[config.mk]
export PLATFORM = sky130hd
export DESIGN_NAME = sfp_flash_seq
export DESIGN_NICKNAME = d
export VERILOG_FILES = /design/src/rtl/sfp_page_buf.v /design/src/rtl/sfp_prog_timer.v /design/src/rtl/sfp_flash_seq.v
export VERILOG_INCLUDE_DIRS = /design/src /design/src/rtl
export SDC_FILE = /design/constraint.sdc
export NUM_CORES = 1
export LEC_CHECK = 0
export CAP_MARGIN = 25
export CELL_PAD_IN_SITES_DETAIL_PLACEMENT = 1
export CELL_PAD_IN_SITES_GLOBAL_PLACEMENT = 1
export CORE_ASPECT_RATIO = 0.7
export CORE_MARGIN = 2
export CORE_UTILIZATION = 50
export DETAILED_ROUTE_END_ITERATION = 7
export DONT_BUFFER_PORTS = 1
export PLACE_DENSITY_LB_ADDON = 0.25
export SYNTH_ARGS = -nofsm -noshare
export SYNTH_HDL_FRONTEND = slang
export SYNTH_SLANG_ARGS = --single-unit
[constraint.sdc]
create_clock -name clk_i -period 4.38 [get_ports clk_i]
set_input_delay 0.657 -clock clk_i [delete_from_list [all_inputs] [get_ports clk_i]]
set_output_delay 0.657 -clock clk_i [all_outputs]
set_load 0.02 [all_outputs]
[src/rtl/sfp_defines.vh]
`ifndef SFP_DEFINES_VH
`define SFP_DEFINES_VH

// ==========================================================================
// Register byte offsets
`define SFP_ADDR_CTRL    8'h00
`define SFP_ADDR_ZPTR    8'h04
`define SFP_ADDR_STORE   8'h08
`define SFP_ADDR_LOAD    8'h0C
`define SFP_ADDR_STATUS  8'h10

// ==========================================================================
// Control register fields and command patterns
`define SFP_CTRL_RST     5'h00
`define SFP_BIT_EN       0
`define SFP_BIT_BUSY     6
`define SFP_CMD_FILL     5'h01
`define SFP_CMD_ERASE    5'h03
`define SFP_CMD_WRITE    5'h05
`define SFP_CMD_LOCK     5'h09
`define SFP_CMD_REEN     5'h11
`define SFP_STORE_WINDOW 3'h4

// ==========================================================================
// Section limits, word addresses
`define SFP_BOOT_8K_11   13'h0F80
`define SFP_BOOT_8K_10   13'h0F00
`define SFP_BOOT_8K_01   13'h0E00
`define SFP_BOOT_8K_00   13'h0C00
`define SFP_BOOT_16K_11  13'h1F80
`define SFP_BOOT_16K_10  13'h1F00
`define SFP_BOOT_16K_01  13'h1E00
`define SFP_BOOT_16K_00  13'h1C00
`define SFP_BLOCKED_DURING_WRITE_SECTION_8K      13'h0C00
`define SFP_BLOCKED_DURING_WRITE_SECTION_16K     13'h1C00

// ==========================================================================
// Programming time, timed from the RC oscillator enable
`define SFP_CLK_PERIOD_NS 5
`define SFP_RC_DIV        25
`define SFP_PROG_MIN_NS   3700000
`define SFP_PROG_MAX_NS   4500000
`define SFP_RC_PERIOD_NS  (`SFP_CLK_PERIOD_NS * `SFP_RC_DIV)
`define SFP_PROG_TICKS    ((`SFP_PROG_MIN_NS + `SFP_RC_PERIOD_NS - 1) / `SFP_RC_PERIOD_NS)

// ==========================================================================
// Bus responses
`define SFP_RESP_OKAY    2'h0
`define SFP_RESP_SLVERR  2'h2

`endif

[src/rtl/sfp_page_buf.v]
`timescale 1ns/1ps

// Temporary page buffer; read data always come out of a register.
module sfp_page_buf #(
  parameter DW = 16,
  parameter AW = 6
) (
  // Clock
  input  wire          clk_i,
  // Write port
  input  wire          we_i,
  input  wire [AW-1:0] waddr_i,
  input  wire [DW-1:0] wdata_i,
  // Read port
  input  wire [AW-1:0] raddr_i,
  output reg  [DW-1:0] rdata_o
);

  reg [DW-1:0] mem_r [0:(1<<AW)-1];

  always @(posedge clk_i) begin
    if (we_i) begin
      mem_r[waddr_i] <= wdata_i;
    end
    rdata_o <= mem_r[raddr_i];
  end

endmodule // sfp_page_buf

[src/rtl/sfp_prog_timer.v]
`timescale 1ns/1ps

// Programming timer: a divider gives the RC-rate enable, a down counter
// counts those ticks. A restart while running is ignored.
module sfp_prog_timer #(
  parameter TICKS = 29600,
  parameter DIV   = 25
) (
  // Clock and reset
  input  wire clk_i,
  input  wire srst_i,
  // Control
  input  wire start_i,
  output reg  done_o
);

  reg [7:0]  div_r;
  reg [19:0] cnt_r;
  reg        run_r;
  wire       tick = (div_r == DIV[7:0] - 8'h01);

  always @(posedge clk_i) begin
    if (srst_i) begin
      div_r  <= 8'h00;
      cnt_r  <= 20'h00000;
      run_r  <= 1'b0;
      done_o <= 1'b0;
    end else begin
      done_o <= 1'b0;
      if (!run_r) begin
        div_r <= 8'h00;
        if (start_i) begin
          run_r <= 1'b1;
          cnt_r <= TICKS[19:0];
        end
      end else begin
        div_r <= tick ? 8'h00 : div_r + 8'h01;
        if (tick) begin
          if (cnt_r == 20'h00001) begin
            run_r  <= 1'b0;
            done_o <= 1'b1;
          end
          cnt_r <= cnt_r - 20'h00001;
        end
      end
    end
  end

endmodule // sfp_prog_timer

[src/rtl/sfp_flash_seq.v]
`timescale 1ns/1ps
`include "sfp_defines.vh"

module sfp_flash_seq #(
  parameter BIG_VARIANT = 1,
  parameter PROG_TICKS  = `SFP_PROG_TICKS,
  parameter RC_DIV      = `SFP_RC_DIV
) (
  // Clock and reset
  input  wire        clk_i,
  input  wire        srst_i,
  // AXI4-Lite write address and data
  input  wire [7:0]  s_axi_awaddr_i,
  input  wire        s_axi_awvalid_i,
  output reg         s_axi_awready_o,
  input  wire [31:0] s_axi_wdata_i,
  input  wire [3:0]  s_axi_wstrb_i,
  input  wire        s_axi_wvalid_i,
  output reg         s_axi_wready_o,
  // AXI4-Lite write response
  output reg  [1:0]  s_axi_bresp_o,
  output reg         s_axi_bvalid_o,
  input  wire        s_axi_bready_i,
  // AXI4-Lite read
  input  wire [7:0]  s_axi_araddr_i,
  input  wire        s_axi_arvalid_i,
  output reg         s_axi_arready_o,
  output reg  [31:0] s_axi_rdata_o,
  output reg  [1:0]  s_axi_rresp_o,
  output reg         s_axi_rvalid_o,
  input  wire        s_axi_rready_i,
  // Configuration and system status
  input  wire        boot_size_sel_hi_i,
  input  wire        boot_size_sel_lo_i,
  input  wire        eeprom_write_pending_i,
  // Instruction fetch gate
  input  wire [12:0] fetch_addr_i,
  output reg         fetch_allow_o,
  // Section map
  output reg  [12:0] boot_start_o,
  output reg  [12:0] app_end_o,
  // Flash array port
  output reg         flash_erase_o,
  output reg         flash_wen_o,
  output reg  [6:0]  flash_page_o,
  output reg  [5:0]  flash_word_o,
  output reg  [15:0] flash_wdata_o
);

  // ==========================================================================
  // Geometry
  localparam [5:0]  LAST_IDX = BIG_VARIANT ? 6'h3F : 6'h1F;
  localparam [12:0] BLOCKED_DURING_WRITE_SECTION     = BIG_VARIANT ? `SFP_BLOCKED_DURING_WRITE_SECTION_16K : `SFP_BLOCKED_DURING_WRITE_SECTION_8K;

  localparam [2:0] S_IDLE   = 3'b001;
  localparam [2:0] S_STREAM = 3'b010;
  localparam [2:0] S_WAIT   = 3'b100;

  // Page select out of the pointer; the top pointer bits never take part.
  function [6:0] page_of;
    input [15:0] z;
    begin
      page_of = BIG_VARIANT ? z[13:7] : z[12:6];
    end
  endfunction

  // Word index out of the pointer; bit 0 never addresses a word.
  function [5:0] word_of;
    input [15:0] z;
    begin
      word_of = BIG_VARIANT ? z[6:1] : {1'b0, z[5:1]};
    end
  endfunction

  function [12:0] page_base;
    input [6:0] pg;
    begin
      page_base = BIG_VARIANT ? {pg, 6'h00} : {1'b0, pg, 5'h00};
    end
  endfunction

  function [12:0] boot_start;
    input [1:0] sel;
    begin
      case (sel)
        2'b11:   boot_start = BIG_VARIANT ? `SFP_BOOT_16K_11 : `SFP_BOOT_8K_11;
        2'b10:   boot_start = BIG_VARIANT ? `SFP_BOOT_16K_10 : `SFP_BOOT_8K_10;
        2'b01:   boot_start = BIG_VARIANT ? `SFP_BOOT_16K_01 : `SFP_BOOT_8K_01;
        default: boot_start = BIG_VARIANT ? `SFP_BOOT_16K_00 : `SFP_BOOT_8K_00;
      endcase
    end
  endfunction

  // ==========================================================================
  // State
  reg [7:0]  awaddr_r;
  reg        aw_got_r;
  reg [15:0] wdata_r;
  reg [1:0]  wstrb_r;
  reg        w_got_r;
  reg [7:0]  araddr_r;
  reg        rd_pend_r;
  reg [4:0]  ctrl_r;
  reg [2:0]  window_r;
  reg        busy_r;
  reg [15:0] zptr_r;
  reg [2:0]  state_r;
  reg [5:0]  idx_r;
  reg        pipe_v_r;
  reg [5:0]  pipe_idx_r;
  reg        tstart_r;
  reg [1:0]  boot_sz_r;
  wire       t_done;
  wire [15:0] buf_rdata;

  wire wr_fire  = aw_got_r && w_got_r && !s_axi_bvalid_o;
  wire wr_ctrl  = wr_fire && (awaddr_r == `SFP_ADDR_CTRL);
  wire wr_zptr  = wr_fire && (awaddr_r == `SFP_ADDR_ZPTR);
  wire wr_store = wr_fire && (awaddr_r == `SFP_ADDR_STORE);
  wire wr_known = wr_ctrl || wr_zptr || wr_store;
  // A store outside the window, with bit 0 set, or while a command runs (state not S_IDLE) does nothing.
  wire store_go = wr_store && wstrb_r[0] && ctrl_r[`SFP_BIT_EN] && (window_r != 3'h0)
                  && !zptr_r[0] && (state_r == S_IDLE);
  wire buf_we   = store_go && (ctrl_r == `SFP_CMD_FILL);
  wire [5:0] buf_raddr = (state_r == S_STREAM) ? idx_r : word_of(zptr_r);

  // ==========================================================================
  // Submodules
  sfp_page_buf #(
    .DW (16),
    .AW (6)
  ) u_buf (
    .clk_i   (clk_i),
    .we_i    (buf_we),
    .waddr_i (word_of(zptr_r)),
    .wdata_i (wdata_r),
    .raddr_i (buf_raddr),
    .rdata_o (buf_rdata)
  );

  sfp_prog_timer #(
    .TICKS (PROG_TICKS),
    .DIV   (RC_DIV)
  ) u_timer (
    .clk_i   (clk_i),
    .srst_i  (srst_i),
    .start_i (tstart_r),
    .done_o  (t_done)
  );

  // ==========================================================================
  // AXI4-Lite slave
  always @(posedge clk_i) begin
    if (srst_i) begin
      s_axi_awready_o <= 1'b1;
      s_axi_wready_o  <= 1'b1;
      s_axi_bvalid_o  <= 1'b0;
      s_axi_bresp_o   <= `SFP_RESP_OKAY;
      s_axi_arready_o <= 1'b1;
      s_axi_rvalid_o  <= 1'b0;
      s_axi_rresp_o   <= `SFP_RESP_OKAY;
      s_axi_rdata_o   <= 32'h00000000;
      aw_got_r        <= 1'b0;
      w_got_r         <= 1'b0;
      awaddr_r        <= 8'h00;
      wdata_r         <= 16'h0000;
      wstrb_r         <= 2'h0;
      araddr_r        <= 8'h00;
      rd_pend_r       <= 1'b0;
    end else begin
      if (s_axi_awvalid_i && s_axi_awready_o) begin
        aw_got_r        <= 1'b1;
        awaddr_r        <= s_axi_awaddr_i;
        s_axi_awready_o <= 1'b0;
      end
      if (s_axi_wvalid_i && s_axi_wready_o) begin
        w_got_r        <= 1'b1;
        wdata_r        <= s_axi_wdata_i[15:0];
        wstrb_r        <= s_axi_wstrb_i[1:0];
        s_axi_wready_o <= 1'b0;
      end
      if (wr_fire) begin
        aw_got_r       <= 1'b0;
        w_got_r        <= 1'b0;
        s_axi_bvalid_o <= 1'b1;
        s_axi_bresp_o  <= wr_known ? `SFP_RESP_OKAY : `SFP_RESP_SLVERR;
      end
      if (s_axi_bvalid_o && s_axi_bready_i) begin
        s_axi_bvalid_o  <= 1'b0;
        s_axi_awready_o <= 1'b1;
        s_axi_wready_o  <= 1'b1;
      end
      if (s_axi_arvalid_i && s_axi_arready_o) begin
        araddr_r        <= s_axi_araddr_i;
        rd_pend_r       <= 1'b1;
        s_axi_arready_o <= 1'b0;
      end
      // One cycle of wait lets the buffer's registered read settle.
      if (rd_pend_r) begin
        rd_pend_r      <= 1'b0;
        s_axi_rvalid_o <= 1'b1;
        s_axi_rresp_o  <= `SFP_RESP_OKAY;
        case (araddr_r)
          `SFP_ADDR_CTRL:   s_axi_rdata_o <= {25'h0, busy_r, 1'b0, ctrl_r};
          `SFP_ADDR_ZPTR:   s_axi_rdata_o <= {16'h0, zptr_r};
          `SFP_ADDR_STORE:  s_axi_rdata_o <= 32'h00000000;
          `SFP_ADDR_LOAD:   s_axi_rdata_o <= {24'h0, zptr_r[0] ? buf_rdata[15:8] : buf_rdata[7:0]};
          `SFP_ADDR_STATUS: s_axi_rdata_o <= {28'h0, boot_sz_r, state_r == S_IDLE, busy_r};
          default: begin
            s_axi_rdata_o <= 32'h00000000;
            s_axi_rresp_o <= `SFP_RESP_SLVERR;
          end
        endcase
      end
      if (s_axi_rvalid_o && s_axi_rready_i) begin
        s_axi_rvalid_o  <= 1'b0;
        s_axi_arready_o <= 1'b1;
      end
    end
  end

  // ==========================================================================
  // Command sequencer
  always @(posedge clk_i) begin
    if (srst_i) begin
      ctrl_r        <= `SFP_CTRL_RST;
      window_r      <= 3'h0;
      busy_r        <= 1'b0;
      zptr_r        <= 16'h0000;
      state_r       <= S_IDLE;
      idx_r         <= 6'h00;
      tstart_r      <= 1'b0;
      flash_erase_o <= 1'b0;
      flash_page_o  <= 7'h00;
      // Strap caught in the reset cycle and frozen afterwards.
      boot_sz_r     <= {boot_size_sel_hi_i, boot_size_sel_lo_i};
    end else begin
      tstart_r      <= 1'b0;
      flash_erase_o <= 1'b0;
      if (window_r != 3'h0) begin
        window_r <= window_r - 3'h1;
      end
      // The enable bit clears by itself when the window lapses unused.
      if (window_r == 3'h1 && !store_go && state_r == S_IDLE) begin
        ctrl_r <= `SFP_CTRL_RST;
      end
      if (wr_zptr && wstrb_r == 2'h3) begin
        zptr_r <= wdata_r;
      end
      // A pending EEPROM write or a running command locks the control register.
      if (wr_ctrl && wstrb_r[0] && !eeprom_write_pending_i && !ctrl_r[`SFP_BIT_EN]) begin
        ctrl_r   <= wdata_r[4:0];
        window_r <= `SFP_STORE_WINDOW;
      end
      case (state_r)
        S_IDLE: begin
          if (store_go) begin
            window_r <= 3'h0;
            case (ctrl_r)
              `SFP_CMD_ERASE: begin
                flash_erase_o <= 1'b1;
                flash_page_o  <= page_of(zptr_r);
                tstart_r      <= 1'b1;
                state_r       <= S_WAIT;
                busy_r        <= busy_r || (page_base(page_of(zptr_r)) < BLOCKED_DURING_WRITE_SECTION);
              end
              `SFP_CMD_WRITE: begin
                flash_page_o <= page_of(zptr_r);
                idx_r        <= 6'h00;
                state_r      <= S_STREAM;
                busy_r       <= busy_r || (page_base(page_of(zptr_r)) < BLOCKED_DURING_WRITE_SECTION);
              end
              `SFP_CMD_LOCK: begin
                tstart_r <= 1'b1;
                state_r  <= S_WAIT;
              end
              `SFP_CMD_REEN: begin
                busy_r <= 1'b0;
                ctrl_r <= `SFP_CTRL_RST;
              end
              default: ctrl_r <= `SFP_CTRL_RST;
            endcase
          end
        end
        S_STREAM: begin
          idx_r <= idx_r + 6'h01;
          if (idx_r == LAST_IDX) begin
            tstart_r <= 1'b1;
            state_r  <= S_WAIT;
          end
        end
        S_WAIT: begin
          if (t_done) begin
            ctrl_r  <= `SFP_CTRL_RST;
            state_r <= S_IDLE;
          end
        end
        default: state_r <= S_IDLE;
      endcase
    end
  end

  // ==========================================================================
  // Page write stream, fetch gate and section map
  always @(posedge clk_i) begin
    if (srst_i) begin
      pipe_v_r      <= 1'b0;
      pipe_idx_r    <= 6'h00;
      flash_wen_o   <= 1'b0;
      flash_word_o  <= 6'h00;
      flash_wdata_o <= 16'h0000;
      fetch_allow_o <= 1'b1;
      boot_start_o  <= 13'h0000;
      app_end_o     <= 13'h0000;
    end else begin
      // Buffer data lag their address by one cycle, so the index is piped.
      pipe_v_r      <= (state_r == S_STREAM);
      pipe_idx_r    <= idx_r;
      flash_wen_o   <= pipe_v_r;
      flash_word_o  <= pipe_idx_r;
      flash_wdata_o <= buf_rdata;
      fetch_allow_o <= !busy_r || (fetch_addr_i >= BLOCKED_DURING_WRITE_SECTION);
      boot_start_o  <= boot_start(boot_sz_r);
      app_end_o     <= boot_start(boot_sz_r) - 13'h0001;
    end
  end

endmodule // sfp_flash_seq

Word level (Yosys, flattened, before mapping) --
Memory sizes are Yosys's and may differ from the RTL's. A register that Yosys moved wholly into a read port is not among the register bits. Index checks and enable logic that the tools add are counted.
Operators by class: add/subtract/negate cells 5, multipliers 0, div/mod/pow operators 0, order comparisons 2, equality and inequality tests 28, shift-type cells 0, mux-type cells 42, bitwise gates (word level) 4, reductions and logical operators 54
Operator list (number):
- 16-bit one-hot mux with 4 select lines | 1
- 20-bit 2-to-1 mux | 3
- 10-bit one-hot mux with 3 select lines | 1
- 5-bit 2-to-1 mux | 5
- 8-bit by 4-bit equality test with 1-bit output, second input constant | 3
- 1-bit logical AND | 22
- 3-bit 2-to-1 mux | 7
- 20-bit by 1-bit equality test with 1-bit output, second input constant | 1
- 20-bit by 1-bit subtractor with 20-bit output, second input constant | 1
- 6-bit 2-to-1 mux | 3
- 8-bit by 3-bit equality test with 1-bit output, second input constant | 2
- 8-bit by 5-bit equality test with 1-bit output, second input constant | 2
- 8-bit zero test | 2
- 13-bit greater-or-equal comparator, second input constant | 1
- 13-bit < comparator, second input constant | 1
- 13-bit 2-to-1 mux | 1
- 13-bit by 1-bit subtractor with 13-bit output, second input constant | 1
- 1-bit 2-to-1 mux | 12
- 6-bit one-hot mux with 2 select lines | 1
- 2-bit OR reduction | 6
- 3-bit OR reduction | 4
- 5-bit one-hot mux with 2 select lines | 1
- 3-bit one-hot mux with 3 select lines | 1
- 3-bit AND reduction | 3
- other kinds (29) | 50
Storage, ports and cells: register bits after elaboration 210, bits in latches 0, bits in writable memories 1024, memory bits (read-only) 0, output and inout bits 99, word-level logic and storage cells 173, memories 1
Memories:
- u_buf.mem_r | depth 64, bits a word 16, rd ports 1, clocked after memory_dff 1, wr ports 1, line sfp_page_buf.v:19 | reg [DW-1:0] mem_r [0:(1<<AW)-1];

Depth between registers and ports, before layout --
Gate-level depths: netlist of the first run.
word-level depth 16, depth in mapped cells 10

Hierarchy --
A second synthesis of the first run with hierarchy kept.
Unflattened totals: cell total of the unflattened synthesis 2665, area total of the unflattened synthesis 47434.2 µm²
Modules (own cells, without submodules):
- sfp_page_buf | instances 1, cells each 1828, area an instance 40029.6 µm², sequential area each 31069.8 µm²
- sfp_flash_seq | instances 1, cells each 665, area an instance 5894.4 µm², sequential area each 2882.8 µm²
- sfp_prog_timer | instances 1, cells each 172, area an instance 1510.2 µm², sequential area each 600.6 µm²

Least setup slack after synthesis of the first run --
Ideal clock, no wire load.
path kind flip-flop to flip-flop, from reg window_r[0], to mem u_buf.mem_r[31][0], enable pin, data arrival time 2.927 ns, required time 3.991 ns, slack 1.064 ns, stages on the path, launching flop included 10, buffers on the path 0, clock period less this slack 3.316 ns, cells stage by stage dfxtp_1 -> inv_1 -> ha_1 -> ha_1 -> nand4bb_1 -> nor2_1 -> nand4_1 -> nor4b_1 -> nand3_1 -> nor2_1
Between the ends: longest elaborated chain between the ends 7
RTL lines:
- start: declaration | line sfp_flash_seq.v:104 | reg [2:0] window_r;
- start signal: assignment | line sfp_flash_seq.v:241 | window_r <= window_r - 3'h1;
- start signal: assignment | line sfp_flash_seq.v:253 | window_r <= `SFP_STORE_WINDOW;
- 3-bit nonzero test | line sfp_flash_seq.v:122 | wire store_go = wr_store && wstrb_r[0] && ctrl_r[`SFP_BIT_EN] && (window_r != 3'h0)
- 1-bit logical AND (3 in series) | line sfp_flash_seq.v:122
- 1-bit logical AND | line sfp_flash_seq.v:124 | wire buf_we = store_go && (ctrl_r == `SFP_CMD_FILL);
- 1-bit 2-to-1 mux | line sfp_page_buf.v:22 | if (we_i) begin
- 1-bit 2-to-1 mux (not written as such) | line sfp_page_buf.v:23 | mem_r[waddr_i] <= wdata_i;
- end: declaration | line sfp_page_buf.v:19
No other way between the ends.

Worst setup path in the final report of the first run --
from reg state_r[2], to reg u_buf.rdata_o[10], read port of u_buf.mem_r
Between the ends: longest elaborated chain between the ends 2
RTL lines:
- start: declaration | line sfp_flash_seq.v:107 | reg [2:0] state_r;
- start signal: assignment | line sfp_flash_seq.v:230 | state_r <= S_IDLE;
- start signal: assignment | line sfp_flash_seq.v:264 | state_r <= S_WAIT;
- start signal: assignment | line sfp_flash_seq.v:270 | state_r <= S_STREAM;
- 3-bit by 2-bit equality test with 1-bit output | line sfp_flash_seq.v:125 | wire [5:0] buf_raddr = (state_r == S_STREAM) ? idx_r : word_of(zptr_r);
- 6-bit 2-to-1 mux | line sfp_flash_seq.v:125
- end: declaration | line sfp_page_buf.v:16 | output reg [DW-1:0] rdata_o
No other way between the ends. A chain may end at the register's enable or synchronous reset.

==> results of run 1 <==
==> state kept, by name, indices dropped and copies added, names as in the netlist, 4 cells and up <==
signal and count:
flash_wdata_o 16, araddr_r 8, flash_page_o 7, app_end_o 4, awaddr_r 8, pipe_idx_r 6
s_axi_rdata_o 16, u_buf.mem_r 1024, zptr_r 16, flash_word_o 6, ctrl_r 5, idx_r 6
wdata_r 16, u_timer.div_r 8, u_buf.rdata_o 16, u_timer.cnt_r 20
==> worst max-delay path, cell delays in order, from the launching register on <==
cell and delay, ns:
dfxtp_1 0.54, or3b_1 0.64, mux2i_4 0.41, buf_12 0.22, buf_12 0.44, mux2i_1 0.29, o22ai_1 0.22, o41ai_1 0.88
nand4_1 0.15
==> cell usage after synthesis (4+ instances only) <==
cell type  number  area (µm²)
buf_4          98         736
and3_1          8        50.1
nor2b_1        36         225
buf_1           8        30.0
a22oi_1         6        45.0
or4_1           4        30.0
nand4_1        18         113
nor3_1         15        75.1
xnor2_1        10        87.6
o21ai_0        15        75.1
nand3_1        45         225
o22ai_1       258        1610
dfxtp_1       187        3740
buf_2          29         145
clkbuf_1       59         221
nor2_1        151         567
a22o_1          9        78.8
edfxtp_1     1026       30800
xor2_1         14         123
nand3b_1       10        75.1
nand2_1        87         327
or2_2           7        43.8
nand2b_1       21         131
nor4_1         11        68.8
a21oi_1        68         340
inv_1          16        60.1
mux2i_1       551        5520
or3_1           4        25.0
ha_1            9         113
o41ai_1        64         561
==> per-layer routing <==
layer  up-vias  global-route usage [%]  wire length [µm]
met5         -                       0                32
met4         4                    5.82              2480
met3       162                    5.68             11300
met2      1105                    42.4             60200
met1     13972                    40.0             56800
li1      11536                       -                 -
==> placed cells by master (no fill, tap or decap), types with 17 or more instances in the layout <==
master,n
nand2b_1,21
o41ai_1,60
buf_12,18
nor2b_1,36
clkbuf_16,108
conb_1,25
o22ai_1,258
nor2_1,151
mux2i_1,550
dfxtp_1,170
buf_4,165
dfxtp_2,17
clkbuf_1,26
nand4_1,18
edfxtp_1,1026
nand2_1,84
clkinv_2,17
nand3_1,45
a21oi_1,68
==> logic make-up (layout without fill, tap and decap cells) <==
| family | count (synthesis) | count (layout) | synth area share, % |
|---|---|---|---|
| AND/OR/NAND/NOR | 437 | 437 | 4.55 |
| multiplexers | 554 | 554 | 11.9 |
| flip-flops | 1213 | 1213 | 74.0 |
| other | 1 | 25 | 0.00803 |
| XOR/XNOR | 24 | 24 | 0.450 |
| AO/OA/AOI/OAI | 447 | 447 | 6.27 |
| buffers and inverters | 211 | 415 | 2.58 |
| adder cells (fa/ha/maj) | 9 | 9 | 0.241 |
==> where the power goes <==
part / switching, mW / internal, mW
clock: 4.33 / 5.67
combinational: 0.285 / 0.0709
sequential: 0.108 / 12.5
==> worst max path at each step <==
stage | to | startpoint
2_1_floorplan | u_buf.mem_r[31][0] | window_r[0]
5_1_grt | u_buf.mem_r[50][6] | window_r[0]
3_5_place_dp | u_buf.rdata_o[13] | state_r[2]
6_report | u_buf.rdata_o[10] | state_r[2]
3_3_place_gp | u_buf.rdata_o[13] | state_r[2]
4_1_cts | u_buf.rdata_o[13] | state_r[2]
==> cell type report <==
class / instances / area [µm²] / area share [%]
Clock buffer: 145 / 2930 / 5.55
Tap cell: 1235 / 1550 / 2.93
Clock inverter: 61 / 778 / 1.48
Timing Repair Buffer: 193 / 1730 / 3.28
Multi-Input combinational cell: 1496 / 11100 / 21.1
Inverter: 16 / 60.1 / 0.114
Sequential cell: 1213 / 34600 / 65.6
==> stage by stage <==
step	std cells	hold slack (ns)	cell area [µm²]	util (%)	power, mW
after global placement	4142	0.417	48900	53.0	13.2
after floorplan	2920	0.393	46800	-	13.1
after global routing	4359	0.00681	52700	57.1	23.6
final	4359	0.0439	52700	57.1	23.0
after detailed placement	4144	0.436	48900	53.0	13.2
after CTS	4357	0.00471	52700	57.1	23.1
==> summary.txt, run 1 <==
Worst-skew pair later-pin latency - 0.73 ns
Clock Skew - 0.0260 ns
Final WS setup - 0.302 ns
Worst EP arrival - 4.63 ns
CTS tree - yes
Cell Pwr Density - 437 nW/µm²
Post-synth EDFFs - 1026
Core Area - 92300 µm²
Area delta synth->final - 12.9%
Post_cts resized - 0
WS Path Type - reg -> reg
CTS buffer count - 108
Vias/cell - 6.14
Post-CTS setup buffer count - 0
RSZ-0062 raised after global routing - no
Worst min path class - in -> reg
Register area share after synthesis - 74.0%
Initial Util - 50.6%
Top-level port count - 174
Setup TNS - 0 ns
Post-DRT Antenna Nets - 0
Worst-path clk slew - 0.06 ns
Vias - 26.8k
Critical path endpoint category - flip-flop
FF-to-FF Start - state_r[2]
Final Cycle Share - 93.1%
Post-synthesis register bit count - 1213
Reg-to-Reg End - u_buf.rdata_o[10]
Syn_area_per_cell - 16.1 µm²
Reg2Reg Depth - 8
Share of cells above drive strength 1 - 12.7%
DRT Pass-1 Iters - 5
Height of the die - 260 µm
Yosys cell types - 62
Pre-CTS WS - 0.437 ns
Nets - 3112
Synth Cell Area - 46700 µm²
Initial antenna violation count - 4
Slew Limit Fails - 0
Worst Hold Depth - 0
GP Congestion - 0.873
Final Hold Viols - 0
Clock buffer depth - 3
Syn. warnings - 0
Overall Global Routing Usage - 27.3%
Final setup fails - 0
Num rows - 93
Outcome - finished, final reports clean
DR iter-0 viols - 3097
Slew HR - 28.0%
Die area - 95900 µm²
Mapped Cells - 2896
Chip width - 369 µm
CTS Sinks - 1213
Wire per inst - 30.0 µm
Max Cap Viol - 0
CP Launch Type - flip-flop
Worst hold start - srst_i
Vias in the first global route - 27.5k
# hold bufs at CTS - 7
Worst Hold End - boot_sz_r[0]
Fillers - 8443
First-pass GRT wire length - 190 mm
Max VDD drop - 369 µV
Setup slack, reg-to-reg - 0.30 ns
P_leak - 20.7 nW
Port Buf Inserts - 0
Routed WL - 131 mm
HPWL Detailed - 80.3 mm
Clk root buf - clkbuf_16
Overflow after GRT - 0
Min cycle time layout - 4.08 ns
Ant. Diodes - 0
CP max FO - 78
Largest net degree at the start of global routing - 123
H-tree depth - 3
Critical path required time - 4.94 ns
Ys async rst share - 0%
# DRC - 0
Pin slew with the least headroom to its limit - 1.08 ns
Max Fclk - 0.245 GHz
Main synth FF type - edfxtp_1
Power figures use the tool's default switching activity.
==> inputs of run 2 (changes only) <==
--- a/config.mk
+++ b/config.mk
@@ -12,6 +12,7 @@
 export CORE_ASPECT_RATIO = 0.7
 export CORE_MARGIN = 2
 export CORE_UTILIZATION = 50
+export CTS_CLUSTER_SIZE = 8
 export DETAILED_ROUTE_END_ITERATION = 7
 export DONT_BUFFER_PORTS = 1
 export PLACE_DENSITY_LB_ADDON = 0.25
==> constraint.sdc (replaced) <==
create_clock -name clk_i -period 4.1 [get_ports clk_i]
set_input_delay 0.615 -clock clk_i [delete_from_list [all_inputs] [get_ports clk_i]]
set_output_delay 0.615 -clock clk_i [all_outputs]
set_load 0.02 [all_outputs]
==> run 2 against run 1 <==
- via count increased by 2.5%
- sequential share of layout area decreased by 1.5 points
- sequential power increased by 7%
==> summary.txt, run 2 (synthesis results as in run 1) <==
Total power - 26.5 mW
RSZ-0062 raised after global routing - no
CTS Sinks - 1213
Clk root buf - clkbuf_16
Clock buffer depth - 3
H-tree depth - 4
Worst-skew pair later-pin latency - 0.77 ns
Cells after DPL - 4148
Worst EP arrival - 4.20 ns
# DRC - 0
Die area - 95900 µm²
Num rows - 93
Critical path endpoint category - flip-flop
Vias - 27.4k
Final WS setup - 0.323 ns
Slew Limit Fails - 0
Worst path bufs/invs - 3
Vias/cell - 6.22
Core Area - 92300 µm²
Height of the die - 260 µm
Post-DRT Antenna Nets - 0
Overflow after GRT - 0
Outcome - finished, final reports clean
Share of cells above drive strength 1 - 13.1%
CP max FO - 16
Largest net degree at the start of global routing - 130
WS Path Type - reg -> reg
Worst-path clk slew - 0.05 ns
Commonest cells after routing, fill and taps aside - 1026 x edfxtp_1, 550 x mux2i_1, 258 x o22ai_1
DRT Pass-1 Iters - 5
Family with the most delay on the worst path - simple AND/OR/NAND/NOR gates
Max VDD drop - 415 µV
Final setup fails - 0
Final instance area - 54000 µm²
Wire per inst - 30.2 µm
Cell Pwr Density - 490 nW/µm²
Initial antenna violation count - 4
GP Congestion - 0.862
Top-level port count - 174
Setup TNS - 0 ns
Commonest non-fill, non-tap cell in the layout - edfxtp_1
HPWL Detailed - 79.3 mm
Slew HR - 29.2%
Pre-CTS WS - 0.401 ns
CP peak stage delay - 0.48 ns
Max reg flops - 1024
Area delta synth->final - 15.6%
CTS tree - yes
Max Cap Viol - 0
Min cycle time layout - 3.78 ns
Cell breakdown of the critical path - inv_1, ha_1, ha_1, nand4bb_1, nor2_1, nand4_1, nor4b_1, buf_4, nand3_1, nor2_1, buf_4
P_leak - 21.3 nW
Final Cycle Share - 92.1%
Final non-filler cell total - 4414
Top reg by flops - u_buf.mem_r
DR iter-0 viols - 2627
Overall Global Routing Usage - 27.9%
Placed cell area - 49000 µm²
Worst hold slack - 0.0442 ns
Max Fclk - 0.265 GHz
CTS buffer count - 169
First-pass GRT wire length - 195 mm
Vias in the first global route - 29.1k
CP Launch Type - flip-flop
Port Buf Inserts - 0
Utilization after layout - 58.5%
Pin slew with the least headroom to its limit - 1.06 ns
Critical path required time - 4.52 ns
Initial Util - 50.6%
Clock Skew - 0.0297 ns
Routed WL - 133 mm
Nets - 3205
Final Hold Viols - 0
Crit path max-delay cell type - nand3_1
Worst min path class - in -> reg
Largest registers - u_buf.mem_r: 1024 flops, u_timer.cnt_r: 20 flops
Chip width - 369 µm
run 2: cell count changes in the layout (fill, tap and decap cells not counted), moves of 3 or more:
| cell | previous run | this run |
|---|---|---|
| buf_12 | 18 | 21 |
| bufinv_16 | 16 | 0 |
| clkbuf_1 | 26 | 43 |
| clkbuf_16 | 108 | 174 |
| clkbuf_2 | 3 | 0 |
| clkbuf_8 | 8 | 0 |
| clkinv_1 | 14 | 0 |
| clkinv_2 | 17 | 1 |
| clkinvlp_4 | 6 | 0 |
| diode_2 | 0 | 3 |
| dlygate4sd3_1 | 6 | 36 |
| inv_6 | 2 | 5 |
run 2: power breakdown:
part	leakage (nW)	switching, mW	internal, mW
sequential	10.8	0.115	13.4
combinational	8.20	0.309	0.0916
clock	2.24	4.95	7.56
total	21.3	5.37	21.1
run 2: layer usage:
metal  up-vias  global-route usage [%]  share of wire [%]
met5         -                       0              0.034
met4         6                    10.3                2.8
met3       246                    5.44                7.9
met2      1143                    43.5                 46
met1     14332                    39.2                 43
li1      11709                       -                  -
run 2: worst paths after layout:
| kind | start | to | slack, ns | depth (start not counted) |
|---|---|---|---|---|
| max | window_r[0] | u_buf.mem_r[23][9] | 0.32 | 11 |
| min | s_axi_araddr_i[3] | araddr_r[3] | 0.04 | 2 |
| max reg2reg | window_r[0] | u_buf.mem_r[23][9] | 0.32 | 11 |
| min reg2reg | pipe_idx_r[1] | flash_word_o[1] | 0.45 | 1 |
run 2: what timing repair did:
action                                 4_1_cts  5_1_grt
setup buffers                                0        0
gates resized for setup                      0        0
endpoints found under the hold margin      134        0
hold buffers                                37        0
run 2: area by class of cell:
cell class              instances  area (µm²)
fillers                      8254       38300
flip-flops and latches       1213       34600
multi-input cells            1496       11100
clock buffers                 217        4520
repair buffers                225        2070
well taps                    1235        1550
clock inverters                 9        97.6
inverters                      16        60.1
diodes                          3        7.51
run 2: worst reg2reg max path, stage by stage (launching register included):
cell and delay (ns):
dfxtp_1 0.38, inv_1 0.07, ha_1 0.22, ha_1 0.24
nand4bb_1 0.20, nor2_1 0.27, nand4_1 0.26, nor4b_1 0.46
buf_4 0.21, nand3_1 0.48, nor2_1 0.31, buf_4 0.32
